[src/core/dcmc_pkg.sv]
// Purpose: shared constants and types for the dma channel mode control block
// Assumes: apb register bus, single clock mclk, 16-bit mode register in low half of word
// Notes: How it works list follows
// How it works
// - bit 10 picks dual (0) or single (1) addressing
// - acknowledge pin driven only in single addressing
// - two bits pick one of four transfer modes
// - channel interrupt when enable and flag both set
// - channel interrupt drops when enable or flag clears
// - flag set by count end or repeat overflow
// - flag setting also ends the channel transfer
// - writing one to active bit clears flag
// - flag cleared by writing zero after reading one
// - count end sets flag only when enabled
// - single addressing direction bit picks data path
// - dual addressing ignores the direction bit
// - external request: level or falling edge sensing
// - clear-only irq flag accepts only zero writes
package dcmc_pkg;

  localparam int unsigned ADDR_W = 12;
  localparam int unsigned DATA_W = 32;
  localparam int unsigned MODE_W = 16;
  localparam int unsigned EV_W = 4;

  localparam logic [ADDR_W-1:0] MODE_OFS = 12'h000;
  localparam logic [ADDR_W-1:0] STAT_OFS = 12'h004;
  localparam logic [ADDR_W-1:0] MASK_OFS = 12'h008;

  localparam int unsigned BIT_ACTIVE = 15;
  localparam int unsigned BIT_REQ_SENSE = 11;
  localparam int unsigned BIT_AMS = 10;
  localparam int unsigned BIT_MODE_HI = 9;
  localparam int unsigned BIT_MODE_LO = 8;
  localparam int unsigned BIT_IRQ_EN = 7;
  localparam int unsigned BIT_IRQ_FLAG = 6;
  localparam int unsigned BIT_TCE_EN = 5;
  localparam int unsigned BIT_SINGLE_ADDR_DIRECTION = 4;

  localparam int unsigned EV_COUNT_END = 0;
  localparam int unsigned EV_SRC_OVF = 1;
  localparam int unsigned EV_DST_OVF = 2;
  localparam int unsigned EV_XFER_END = 3;

  localparam logic [MODE_W-1:0] MODE_RST = 16'h0000;
  localparam logic [EV_W-1:0] STAT_RST = 4'h0;
  localparam logic [EV_W-1:0] MASK_RST = 4'h0;

  localparam logic [1:0] XM_AUTO_STEAL = 2'h0;
  localparam logic [1:0] XM_AUTO_BURST = 2'h1;
  localparam logic [1:0] XM_EXT_STEAL = 2'h2;
  localparam logic [1:0] XM_EXT_BLOCK = 2'h3;

  typedef enum logic {ST_IDLE, ST_XFER} dcmc_state_type;

  typedef struct packed {
    logic single_addr;
    logic ext_request;
    logic burst;
    logic block;
    logic dir_to_dest;
  } dcmc_mode_type;

  typedef struct packed {
    logic xfer_end;
    logic dst_ovf;
    logic src_ovf;
    logic count_end;
  } dcmc_event_type;

endpackage

[src/core/dcmc_req_sense.sv]
// Purpose: samples the external request pin by level or falling edge
// Assumes: pin synchronous to mclk, active low
// Notes: first request after enable is always level sensed
`timescale 1ns/1ps
`default_nettype none
module dcmc_req_sense (
  input wire logic mclk,
  input wire logic nrst,
  input wire logic enable,
  input wire logic edge_sel,
  input wire logic req_pin_n,
  input wire logic consume,
  output logic pending
);
  import dcmc_pkg::*;

  logic pin_prev_q;
  logic edge_q;
  logic first_q;
  logic level_mode;

  always_ff @(posedge mclk or negedge nrst) begin
    if (!nrst) begin
      pin_prev_q <= 1'b1;
    end else begin
      pin_prev_q <= req_pin_n;
    end
  end

  // falling edge latched; the level-sensed first start swallows it
  always_ff @(posedge mclk or negedge nrst) begin
    if (!nrst) begin
      edge_q <= 1'b0;
    end else if (!enable) begin
      edge_q <= 1'b0;
    end else if (consume && first_q) begin
      edge_q <= 1'b0;
    end else if (pin_prev_q && !req_pin_n) begin
      edge_q <= 1'b1;
    end else if (consume) begin
      edge_q <= 1'b0;
    end
  end

  always_ff @(posedge mclk or negedge nrst) begin
    if (!nrst) begin
      first_q <= 1'b1;
    end else if (!enable) begin
      first_q <= 1'b1;
    end else if (consume) begin
      first_q <= 1'b0;
    end
  end

  assign level_mode = !edge_sel || first_q;
  assign pending = enable && (level_mode ? !req_pin_n : edge_q);

  first_level_a: assert property (@(posedge mclk) disable iff (!nrst)
    (enable && first_q && !req_pin_n) |-> pending)
    else $error("first request after enable not level sensed");

endmodule // dcmc_req_sense
`default_nettype wire

[src/core/dcmc_irq_stat.sv]
// Purpose: sticky event status, mask and the block interrupt line
// Assumes: clear by writing one to a status bit
// Notes: an event in the clearing cycle stays set
`timescale 1ns/1ps
`default_nettype none
module dcmc_irq_stat (
  input wire logic mclk,
  input wire logic nrst,
  input wire dcmc_pkg::dcmc_event_type events,
  input wire logic clr_wr,
  input wire logic mask_wr,
  input wire logic [dcmc_pkg::EV_W-1:0] wdata,
  output logic [dcmc_pkg::EV_W-1:0] status,
  output logic [dcmc_pkg::EV_W-1:0] mask,
  output logic irq
);
  import dcmc_pkg::*;

  logic [EV_W-1:0] status_q;
  logic [EV_W-1:0] mask_q;

  always_ff @(posedge mclk or negedge nrst) begin
    if (!nrst) begin
      status_q <= STAT_RST;
    end else begin
      status_q <= (status_q & ~(clr_wr ? wdata : STAT_RST)) | events;
    end
  end

  always_ff @(posedge mclk or negedge nrst) begin
    if (!nrst) begin
      mask_q <= MASK_RST;
    end else if (mask_wr) begin
      mask_q <= wdata;
    end
  end

  assign status = status_q;
  assign mask = mask_q;
  assign irq = |(status_q & mask_q);

  sticky_set_a: assert property (@(posedge mclk) disable iff (!nrst)
    (|events) |=> ((status_q & $past(events)) == $past(events)))
    else $error("event lost from status");

endmodule // dcmc_irq_stat
`default_nettype wire

[src/core/dcmc_channel.sv]
// Purpose: mode control, transfer-end flag and request/acknowledge for one dma channel
// Assumes: apb slave with zero wait states, engine reports count end, overflows, cycle done
// Notes: mode register at MODE_OFS, event status at STAT_OFS, event mask at MASK_OFS
`timescale 1ns/1ps
`default_nettype none
module dcmc_channel (
  input wire logic mclk,
  input wire logic nrst,
  input wire logic psel,
  input wire logic penable,
  input wire logic pwrite,
  input wire logic [dcmc_pkg::ADDR_W-1:0] paddr,
  input wire logic [dcmc_pkg::DATA_W-1:0] pwdata,
  input wire logic [3:0] pstrb,
  output logic [dcmc_pkg::DATA_W-1:0] prdata,
  output logic pready,
  output logic pslverr,
  input wire logic xfer_request_pin_n,
  output logic xfer_ack_pin_n,
  input wire logic count_end,
  input wire logic src_repeat_ovf,
  input wire logic dst_repeat_ovf,
  input wire logic xfer_done,
  output logic xfer_start,
  output var dcmc_pkg::dcmc_mode_type mode_o,
  output logic channel_active,
  output logic channel_irq,
  output logic irq
);
  import dcmc_pkg::*;

  // register state
  logic active_q;
  logic req_sense_q;
  logic ams_q;
  logic [1:0] xfer_mode_q;
  logic irq_en_q;
  logic flag_q;
  logic flag_d;
  logic tce_en_q;
  logic single_addr_direction_q;
  logic flag_seen_q;
  logic [DATA_W-1:0] prdata_q;
  dcmc_state_type state_q;
  dcmc_state_type state_d;

  // bus decode
  logic setup;
  logic access;
  logic wr;
  logic rd;
  logic mode_hit;
  logic stat_hit;
  logic mask_hit;
  logic mapped;
  logic mode_wr_lo;
  logic mode_wr_hi;

  // flag control
  logic flag_set;
  logic flag_clr_sw;
  logic flag_clr_act;
  logic active_prev_q;

  // transfer control
  logic ext_mode;
  logic req_pending;
  logic go;

  // event status
  dcmc_event_type events;
  logic [EV_W-1:0] ev_status;
  logic [EV_W-1:0] ev_mask;

  function automatic logic [MODE_W-1:0] mode_word(
    input logic act,
    input logic rs,
    input logic am,
    input logic [1:0] xm,
    input logic ie,
    input logic fl,
    input logic te,
    input logic sd
  );
    logic [MODE_W-1:0] w;
    w = MODE_RST;
    w[BIT_ACTIVE] = act;
    w[BIT_REQ_SENSE] = rs;
    w[BIT_AMS] = am;
    w[BIT_MODE_HI:BIT_MODE_LO] = xm;
    w[BIT_IRQ_EN] = ie;
    w[BIT_IRQ_FLAG] = fl;
    w[BIT_TCE_EN] = te;
    w[BIT_SINGLE_ADDR_DIRECTION] = sd;
    return w;
  endfunction

  assign setup = psel && !penable;
  assign access = psel && penable;
  assign wr = access && pwrite;
  assign rd = access && !pwrite;
  assign mode_hit = paddr == MODE_OFS;
  assign stat_hit = paddr == STAT_OFS;
  assign mask_hit = paddr == MASK_OFS;
  assign mapped = mode_hit || stat_hit || mask_hit;
  assign mode_wr_lo = wr && mode_hit && pstrb[0];
  assign mode_wr_hi = wr && mode_hit && pstrb[1];

  // zero wait states: read data captured in setup, answer in access
  assign pready = access;
  assign pslverr = access && !mapped;
  assign prdata = prdata_q;

  always_ff @(posedge mclk or negedge nrst) begin
    if (!nrst) begin
      prdata_q <= 32'h00000000;
    end else if (setup && !pwrite) begin
      if (mode_hit) begin
        prdata_q <= {16'h0000, mode_word(active_q, req_sense_q, ams_q, xfer_mode_q,
                                         irq_en_q, flag_q, tce_en_q, single_addr_direction_q)};
      end else if (stat_hit) begin
        prdata_q <= {28'h0000000, ev_status};
      end else if (mask_hit) begin
        prdata_q <= {28'h0000000, ev_mask};
      end else begin
        prdata_q <= 32'h00000000;
      end
    end
  end

  // plain read/write mode fields, high byte
  always_ff @(posedge mclk or negedge nrst) begin
    if (!nrst) begin
      req_sense_q <= MODE_RST[BIT_REQ_SENSE];
      ams_q <= MODE_RST[BIT_AMS];
      xfer_mode_q <= MODE_RST[BIT_MODE_HI:BIT_MODE_LO];
    end else if (mode_wr_hi) begin
      req_sense_q <= pwdata[BIT_REQ_SENSE];
      ams_q <= pwdata[BIT_AMS];
      xfer_mode_q <= pwdata[BIT_MODE_HI:BIT_MODE_LO];
    end
  end

  // plain read/write mode fields, low byte
  always_ff @(posedge mclk or negedge nrst) begin
    if (!nrst) begin
      irq_en_q <= MODE_RST[BIT_IRQ_EN];
      tce_en_q <= MODE_RST[BIT_TCE_EN];
      single_addr_direction_q <= MODE_RST[BIT_SINGLE_ADDR_DIRECTION];
    end else if (mode_wr_lo) begin
      irq_en_q <= pwdata[BIT_IRQ_EN];
      tce_en_q <= pwdata[BIT_TCE_EN];
      single_addr_direction_q <= pwdata[BIT_SINGLE_ADDR_DIRECTION];
    end
  end

  // flag sources and clears
  assign flag_set = (count_end && tce_en_q) || src_repeat_ovf || dst_repeat_ovf;
  assign flag_clr_act = mode_wr_hi && pwdata[BIT_ACTIVE];
  assign flag_clr_sw = mode_wr_lo && !pwdata[BIT_IRQ_FLAG] && flag_seen_q;

  always_comb begin
    flag_d = flag_q;
    if (flag_clr_sw || flag_clr_act) begin
      flag_d = 1'b0;
    end
    if (flag_set) begin
      flag_d = 1'b1;
    end
  end

  always_ff @(posedge mclk or negedge nrst) begin
    if (!nrst) begin
      flag_q <= MODE_RST[BIT_IRQ_FLAG];
    end else begin
      flag_q <= flag_d;
    end
  end

  // a zero write only clears once the one was read back
  always_ff @(posedge mclk or negedge nrst) begin
    if (!nrst) begin
      flag_seen_q <= 1'b0;
    end else if (!flag_d) begin
      flag_seen_q <= 1'b0;
    end else if (rd && mode_hit && prdata_q[BIT_IRQ_FLAG]) begin
      flag_seen_q <= 1'b1;
    end
  end

  // channel active: flag setting ends the transfer, winning over a start write
  always_ff @(posedge mclk or negedge nrst) begin
    if (!nrst) begin
      active_q <= MODE_RST[BIT_ACTIVE];
    end else if (flag_set || count_end) begin
      active_q <= 1'b0;
    end else if (mode_wr_hi) begin
      active_q <= pwdata[BIT_ACTIVE];
    end
  end

  always_ff @(posedge mclk or negedge nrst) begin
    if (!nrst) begin
      active_prev_q <= 1'b0;
    end else begin
      active_prev_q <= active_q;
    end
  end

  assign channel_active = active_q;
  assign channel_irq = irq_en_q && flag_q;

  // mode decode for the engine
  always_comb begin
    mode_o.single_addr = ams_q;
    mode_o.ext_request = xfer_mode_q[1];
    mode_o.burst = xfer_mode_q == XM_AUTO_BURST;
    mode_o.block = xfer_mode_q == XM_EXT_BLOCK;
    mode_o.dir_to_dest = ams_q && single_addr_direction_q;
  end

  // request sensing
  assign ext_mode = xfer_mode_q[1];

  dcmc_req_sense u_req_sense (
    .mclk(mclk),
    .nrst(nrst),
    .enable(active_q && ext_mode),
    .edge_sel(req_sense_q),
    .req_pin_n(xfer_request_pin_n),
    .consume(go),
    .pending(req_pending)
  );

  // transfer sequencing
  assign go = state_q == ST_IDLE && active_q && (ext_mode ? req_pending : 1'b1);

  always_comb begin
    state_d = state_q;
    unique case (state_q)
      ST_IDLE: begin
        if (go) begin
          state_d = ST_XFER;
        end
      end
      ST_XFER: begin
        if (xfer_done) begin
          state_d = ST_IDLE;
        end
      end
    endcase
  end

  always_ff @(posedge mclk or negedge nrst) begin
    if (!nrst) begin
      state_q <= ST_IDLE;
    end else begin
      state_q <= state_d;
    end
  end

  assign xfer_start = go;
  assign xfer_ack_pin_n = !(state_q == ST_XFER && ams_q);

  // event status and block interrupt
  always_comb begin
    events.count_end = count_end;
    events.src_ovf = src_repeat_ovf;
    events.dst_ovf = dst_repeat_ovf;
    events.xfer_end = active_prev_q && !active_q;
  end

  dcmc_irq_stat u_irq_stat (
    .mclk(mclk),
    .nrst(nrst),
    .events(events),
    .clr_wr(wr && stat_hit && pstrb[0]),
    .mask_wr(wr && mask_hit && pstrb[0]),
    .wdata(pwdata[EV_W-1:0]),
    .status(ev_status),
    .mask(ev_mask),
    .irq(irq)
  );

  // checks
  ams_decode_a: assert property (@(posedge mclk) disable iff (!nrst)
    mode_wr_hi |=> mode_o.single_addr == $past(pwdata[BIT_AMS]))
    else $error("address mode field not decoded");

  ack_dual_a: assert property (@(posedge mclk) disable iff (!nrst)
    !mode_o.single_addr |-> xfer_ack_pin_n)
    else $error("acknowledge driven in dual addressing");

  mode_burst_a: assert property (@(posedge mclk) disable iff (!nrst)
    mode_o.burst |-> !mode_o.ext_request && !mode_o.block)
    else $error("burst decoded with external request");

  irq_raise_a: assert property (@(posedge mclk) disable iff (!nrst)
    (flag_set && irq_en_q && !mode_wr_lo) |=> channel_irq)
    else $error("channel interrupt not raised");

  irq_drop_a: assert property (@(posedge mclk) disable iff (!nrst)
    ($fell(irq_en_q) || $fell(flag_q)) |-> !channel_irq)
    else $error("channel interrupt not withdrawn");

  ovf_flag_a: assert property (@(posedge mclk) disable iff (!nrst)
    (src_repeat_ovf || dst_repeat_ovf) |=> flag_q && !active_q)
    else $error("overflow did not set flag");

  end_xfer_a: assert property (@(posedge mclk) disable iff (!nrst)
    flag_set |=> !active_q && !xfer_start)
    else $error("flag set while channel stays active");

  act_clear_a: assert property (@(posedge mclk) disable iff (!nrst)
    (flag_clr_act && !flag_set) |=> !flag_q)
    else $error("active write did not clear flag");

  unread_clr_a: assert property (@(posedge mclk) disable iff (!nrst)
    (flag_q && !flag_seen_q && !flag_clr_act) |=> flag_q)
    else $error("flag cleared without prior read");

  seen_clear_a: assert property (@(posedge mclk) disable iff (!nrst)
    (flag_q && flag_seen_q && mode_wr_lo && !pwdata[BIT_IRQ_FLAG] && !flag_set) |=> !flag_q)
    else $error("read flag not cleared by zero write");

  one_write_a: assert property (@(posedge mclk) disable iff (!nrst)
    (!flag_q && !flag_set) |=> !flag_q)
    else $error("flag set by a write");

  tce_gate_a: assert property (@(posedge mclk) disable iff (!nrst)
    (count_end && !tce_en_q && !src_repeat_ovf && !dst_repeat_ovf && !flag_q) |=> !flag_q)
    else $error("count end set flag while disabled");

  dir_path_a: assert property (@(posedge mclk) disable iff (!nrst)
    mode_o.dir_to_dest == (single_addr_direction_q && mode_o.single_addr))
    else $error("direction not gated by addressing mode");

  pending_a: assert property (@(posedge mclk) disable iff (!nrst)
    (flag_q && !irq_en_q && mode_wr_lo && pwdata[BIT_IRQ_EN] && pwdata[BIT_IRQ_FLAG] && !flag_clr_act)
    |=> channel_irq)
    else $error("pending flag lost");

endmodule // dcmc_channel
`default_nettype wire

[config.mk]
export PLATFORM = sky130hd
export DESIGN_NAME = dcmc_channel
export DESIGN_NICKNAME = d
export VERILOG_FILES = /design/src/core/dcmc_pkg.sv /design/src/core/dcmc_req_sense.sv /design/src/core/dcmc_irq_stat.sv /design/src/core/dcmc_channel.sv
export SDC_FILE = /design/constraint.sdc
export NUM_CORES = 1
export LEC_CHECK = 0
export ABC_AREA = 1
export BUFFER_PORTS_ARGS = -buffer_cell sky130_fd_sc_hd__buf_4
export CAP_MARGIN = 20
export CORE_MARGIN = 1
export CORE_UTILIZATION = 42
export CTS_BUF_LIST = sky130_fd_sc_hd__clkbuf_8
export DETAILED_ROUTE_END_ITERATION = 10
export PLACE_DENSITY_LB_ADDON = 0.2
export SYNTH_ARGS = -nofsm -noshare
export SYNTH_HDL_FRONTEND = slang
export SYNTH_SLANG_ARGS = --single-unit
[constraint.sdc]
create_clock -name mclk -period 1.1 [get_ports mclk]
set_clock_uncertainty 0.05 [all_clocks]
set_input_delay 0.055 -clock mclk [delete_from_list [all_inputs] [get_ports mclk]]
set_output_delay 0.055 -clock mclk [all_outputs]
set_load 0.02 [all_outputs]
==> metrics.txt <==
multiplexer share of the synthesized area 0%; final worst-path setup slack -0.286 ns; leakage 1.62 nW; mapped cell area 1890 um2; overall routed net length 4900 um; largest family of logic cells by synthesized area simple AND/OR/NAND/NOR gates; Worst setup EP type output port; Post-Synthesis Cells 237; fmax 0.721 GHz; IO Pins 102; CTS Buffer Depth 2; Clk pwr share 36.0%; CTS Root Buffer Type clkbuf_8; DRC errors left 1; final total power 2.62 mW; failing checks design-rule violations, negative setup slack; largest net degree at the start of global routing 37; vias 1,846; final cell count without fillers 399; GRT overflow 0; synthesized flop and latch total 36; setup violators final 7; Sink Count 36; DP Worst Slack -0.102 ns; Worst-path clk slew 0.07 ns; Cell Area, Placed 2390 um2; DIE AREA 4780 um2; Final Cycle Share 126%; final hold viol count 0; max-cap violation count 0; mean area per synthesized cell 7.98 um2; total CTS buffers 5; Die Height 69.1 um; Starting Density 43.4%; die width 69.1 um; initial antenna violation count 0; n_diodes 0; Routability Congestion 0.825; share of the synthesized area in the top cell type 45.0%; final slew viol count 0; FF+latch area 906 um2; drt wl/cell 12.3 um; GRT Resource Usage Total 20.0%; Synth Area in Adders 0%; CORE AREA 4350 um2; register area share after synthesis 47.8%; CP startpoint kind register; vias in the first global route 1,675; placed cells 355; area grow syn2layout 54.3%; Final min period 1.39 ns; Sw Share 24.6%; Ys Warns 0; nets@finish 404; Flop pwr share 50.8%; Power Density 898 nW/um2; number of port buffers 61; DRT Pass-1 Iters 7; layout cells sized above 1 40.9%; status finished with violations; arrival time at the worst endpoint 1.28 ns; DR iter-0 viols 156; Yosys cell types 29; critical path peak fanout 2; path type of the worst min-delay path primary input to register; Worst Path Required 1.00 ns; internal power 1.98 mW; Skew-Pair Late Insertion Delay 0.29 ns; dpl hpwl 3210 um; top cells by area, synth dfrtp_1 (45%), nand2_1 (13%), buf_4 (8.3%); Comb pwr share 13.1%; Synth Area in Compound Gates 10.3%; Site Rows 24; Max IR drop VDD 0.000475 V; RSZ-0062 raised after global routing true; Synth area leader dfrtp_1; Design Area, Final 2920 um2; CTS H-tree lvls 2; Switch Pwr 645 uW; area of the multi-input gates 853 um2; layout filler cell count 360; first-pass GRT wire length 7420 um; detail-routed via count per cell 4.63; CP Class register to output port; post-synthesis simple-gate area fraction 25.4%; XOR/XNOR Fraction of Synth Area 0%; antenna-violating nets left 0; CTS tree yes
## cells in the final DEF, fill, tap and decap left out, drive strengths merged
master       count
dfstp            2
nor3             3
nand4            2
nand3           13
buf             92
o21bai           2
nand2           72
conb            19
dfrtp           34
o21ai           21
dlygate4sd3     15
a21oi            6
o22ai            4
clkbuf           6
nand3b           1
o31ai            1
nor2            16
inv             38
## registers in the layout, summed over array words and instances, names as in the netlist, 2 cells and up
| signal | cells |
|---|---|
| u_irq_stat.status | 4 |
| u_irq_stat.mask | 4 |
| xfer_mode_q | 2 |
| prdata | 13 |
## final timing paths
path / start / to / slack, ns / cells after the start
worst max-delay path: u_req_sense.first_q / xfer_start / -0.29 / 6
worst min-delay path: pstrb[1] / req_sense_q / 0.02 / 3
worst max register to register: u_req_sense.first_q / u_req_sense.edge_q / -0.17 / 7
worst min register to register: prdata[3] / prdata[3] / 0.42 / 2
max in group asynchronous: nrst / channel_active / 0.45 / 2
min in group asynchronous: nrst / state_q / 0.21 / 2
## routing by layer
metal  wire (um)  vias up  global-route usage (%)  part of all wire (%)
met5           0        -                       0                     0
met4         136        0                    7.48                   2.8
met3         313       14                    5.56                   6.4
met2        2460       88                    33.2                    50
met1        1990      826                    24.6                    41
li1            -      918                       -                     -
## kinds of logic after synthesis
kind of cell,count (synthesis)
other,1
AOI/OAI and AO/OA,34
and+or+nand+nor,107
buffers and inverters,59
DFF,36
## repair_timing
item | in CTS | in global routing
hold buffers | 15 | 0
gates cloned | 0 | 0
buffers inserted | 13 | 12
hold endpoints to repair | 51 | 0
pin swaps | 4 | 15
setup endpoints to repair | 10 | 13
gates resized for setup | 15 | 28
## critical path, cell delays in order (launching register included)
cell and delay (ns):
dfstp_2 0.55, inv_2 0.04, nand3_2 0.06, nand3_2 0.08, nand3_2 0.09, inv_2 0.05, buf_6 0.12
## final cells by class
cell class / count / area share (%)
sequential: 36 / 31.0
timing repair buffer: 107 / 29.7
multi-input combinational: 160 / 29.2
inverter: 36 / 4.71
clock buffer: 6 / 2.83
tap: 52 / 2.23
clock inverter: 2 / 0.257
## through the flow
stage               TNS, ns  hold WS (ns)  utilization, %
finish                -1.05        0.0225            67.0
detailed placement    -1.52       -0.0127            54.9
floorplan                 0        -0.291               -
global placement     -0.893       -0.0133            54.9
global route          -1.53        0.0346            67.0
CTS                   -1.06       0.00526            63.4
## power groups by stage
stage / Sequential, mW / Combinational, mW / Clock (mW)
after global routing: 1.33 / 0.376 / 1.01
after global placement: 1.36 / 0.279 / 0
after detailed placement: 1.36 / 0.279 / 0
after CTS: 1.33 / 0.323 / 0.963
final: 1.33 / 0.344 / 0.944
after floorplan: 1.36 / 0.175 / 0
## cells in the mapped netlist (all sizes together)
cell,n
buf,22
o31ai,1
dfstp,2
nand2,72
o22ai,4
inv,35
dfrtp,34
nand3b,1
nand4,2
nor2,16
clkbuf,1
a21oi,6
o21bai,2
nor3,3
conb,1
o21ai,21
nand3,13
clkinv,1
(Power assumes the default switching activity.)
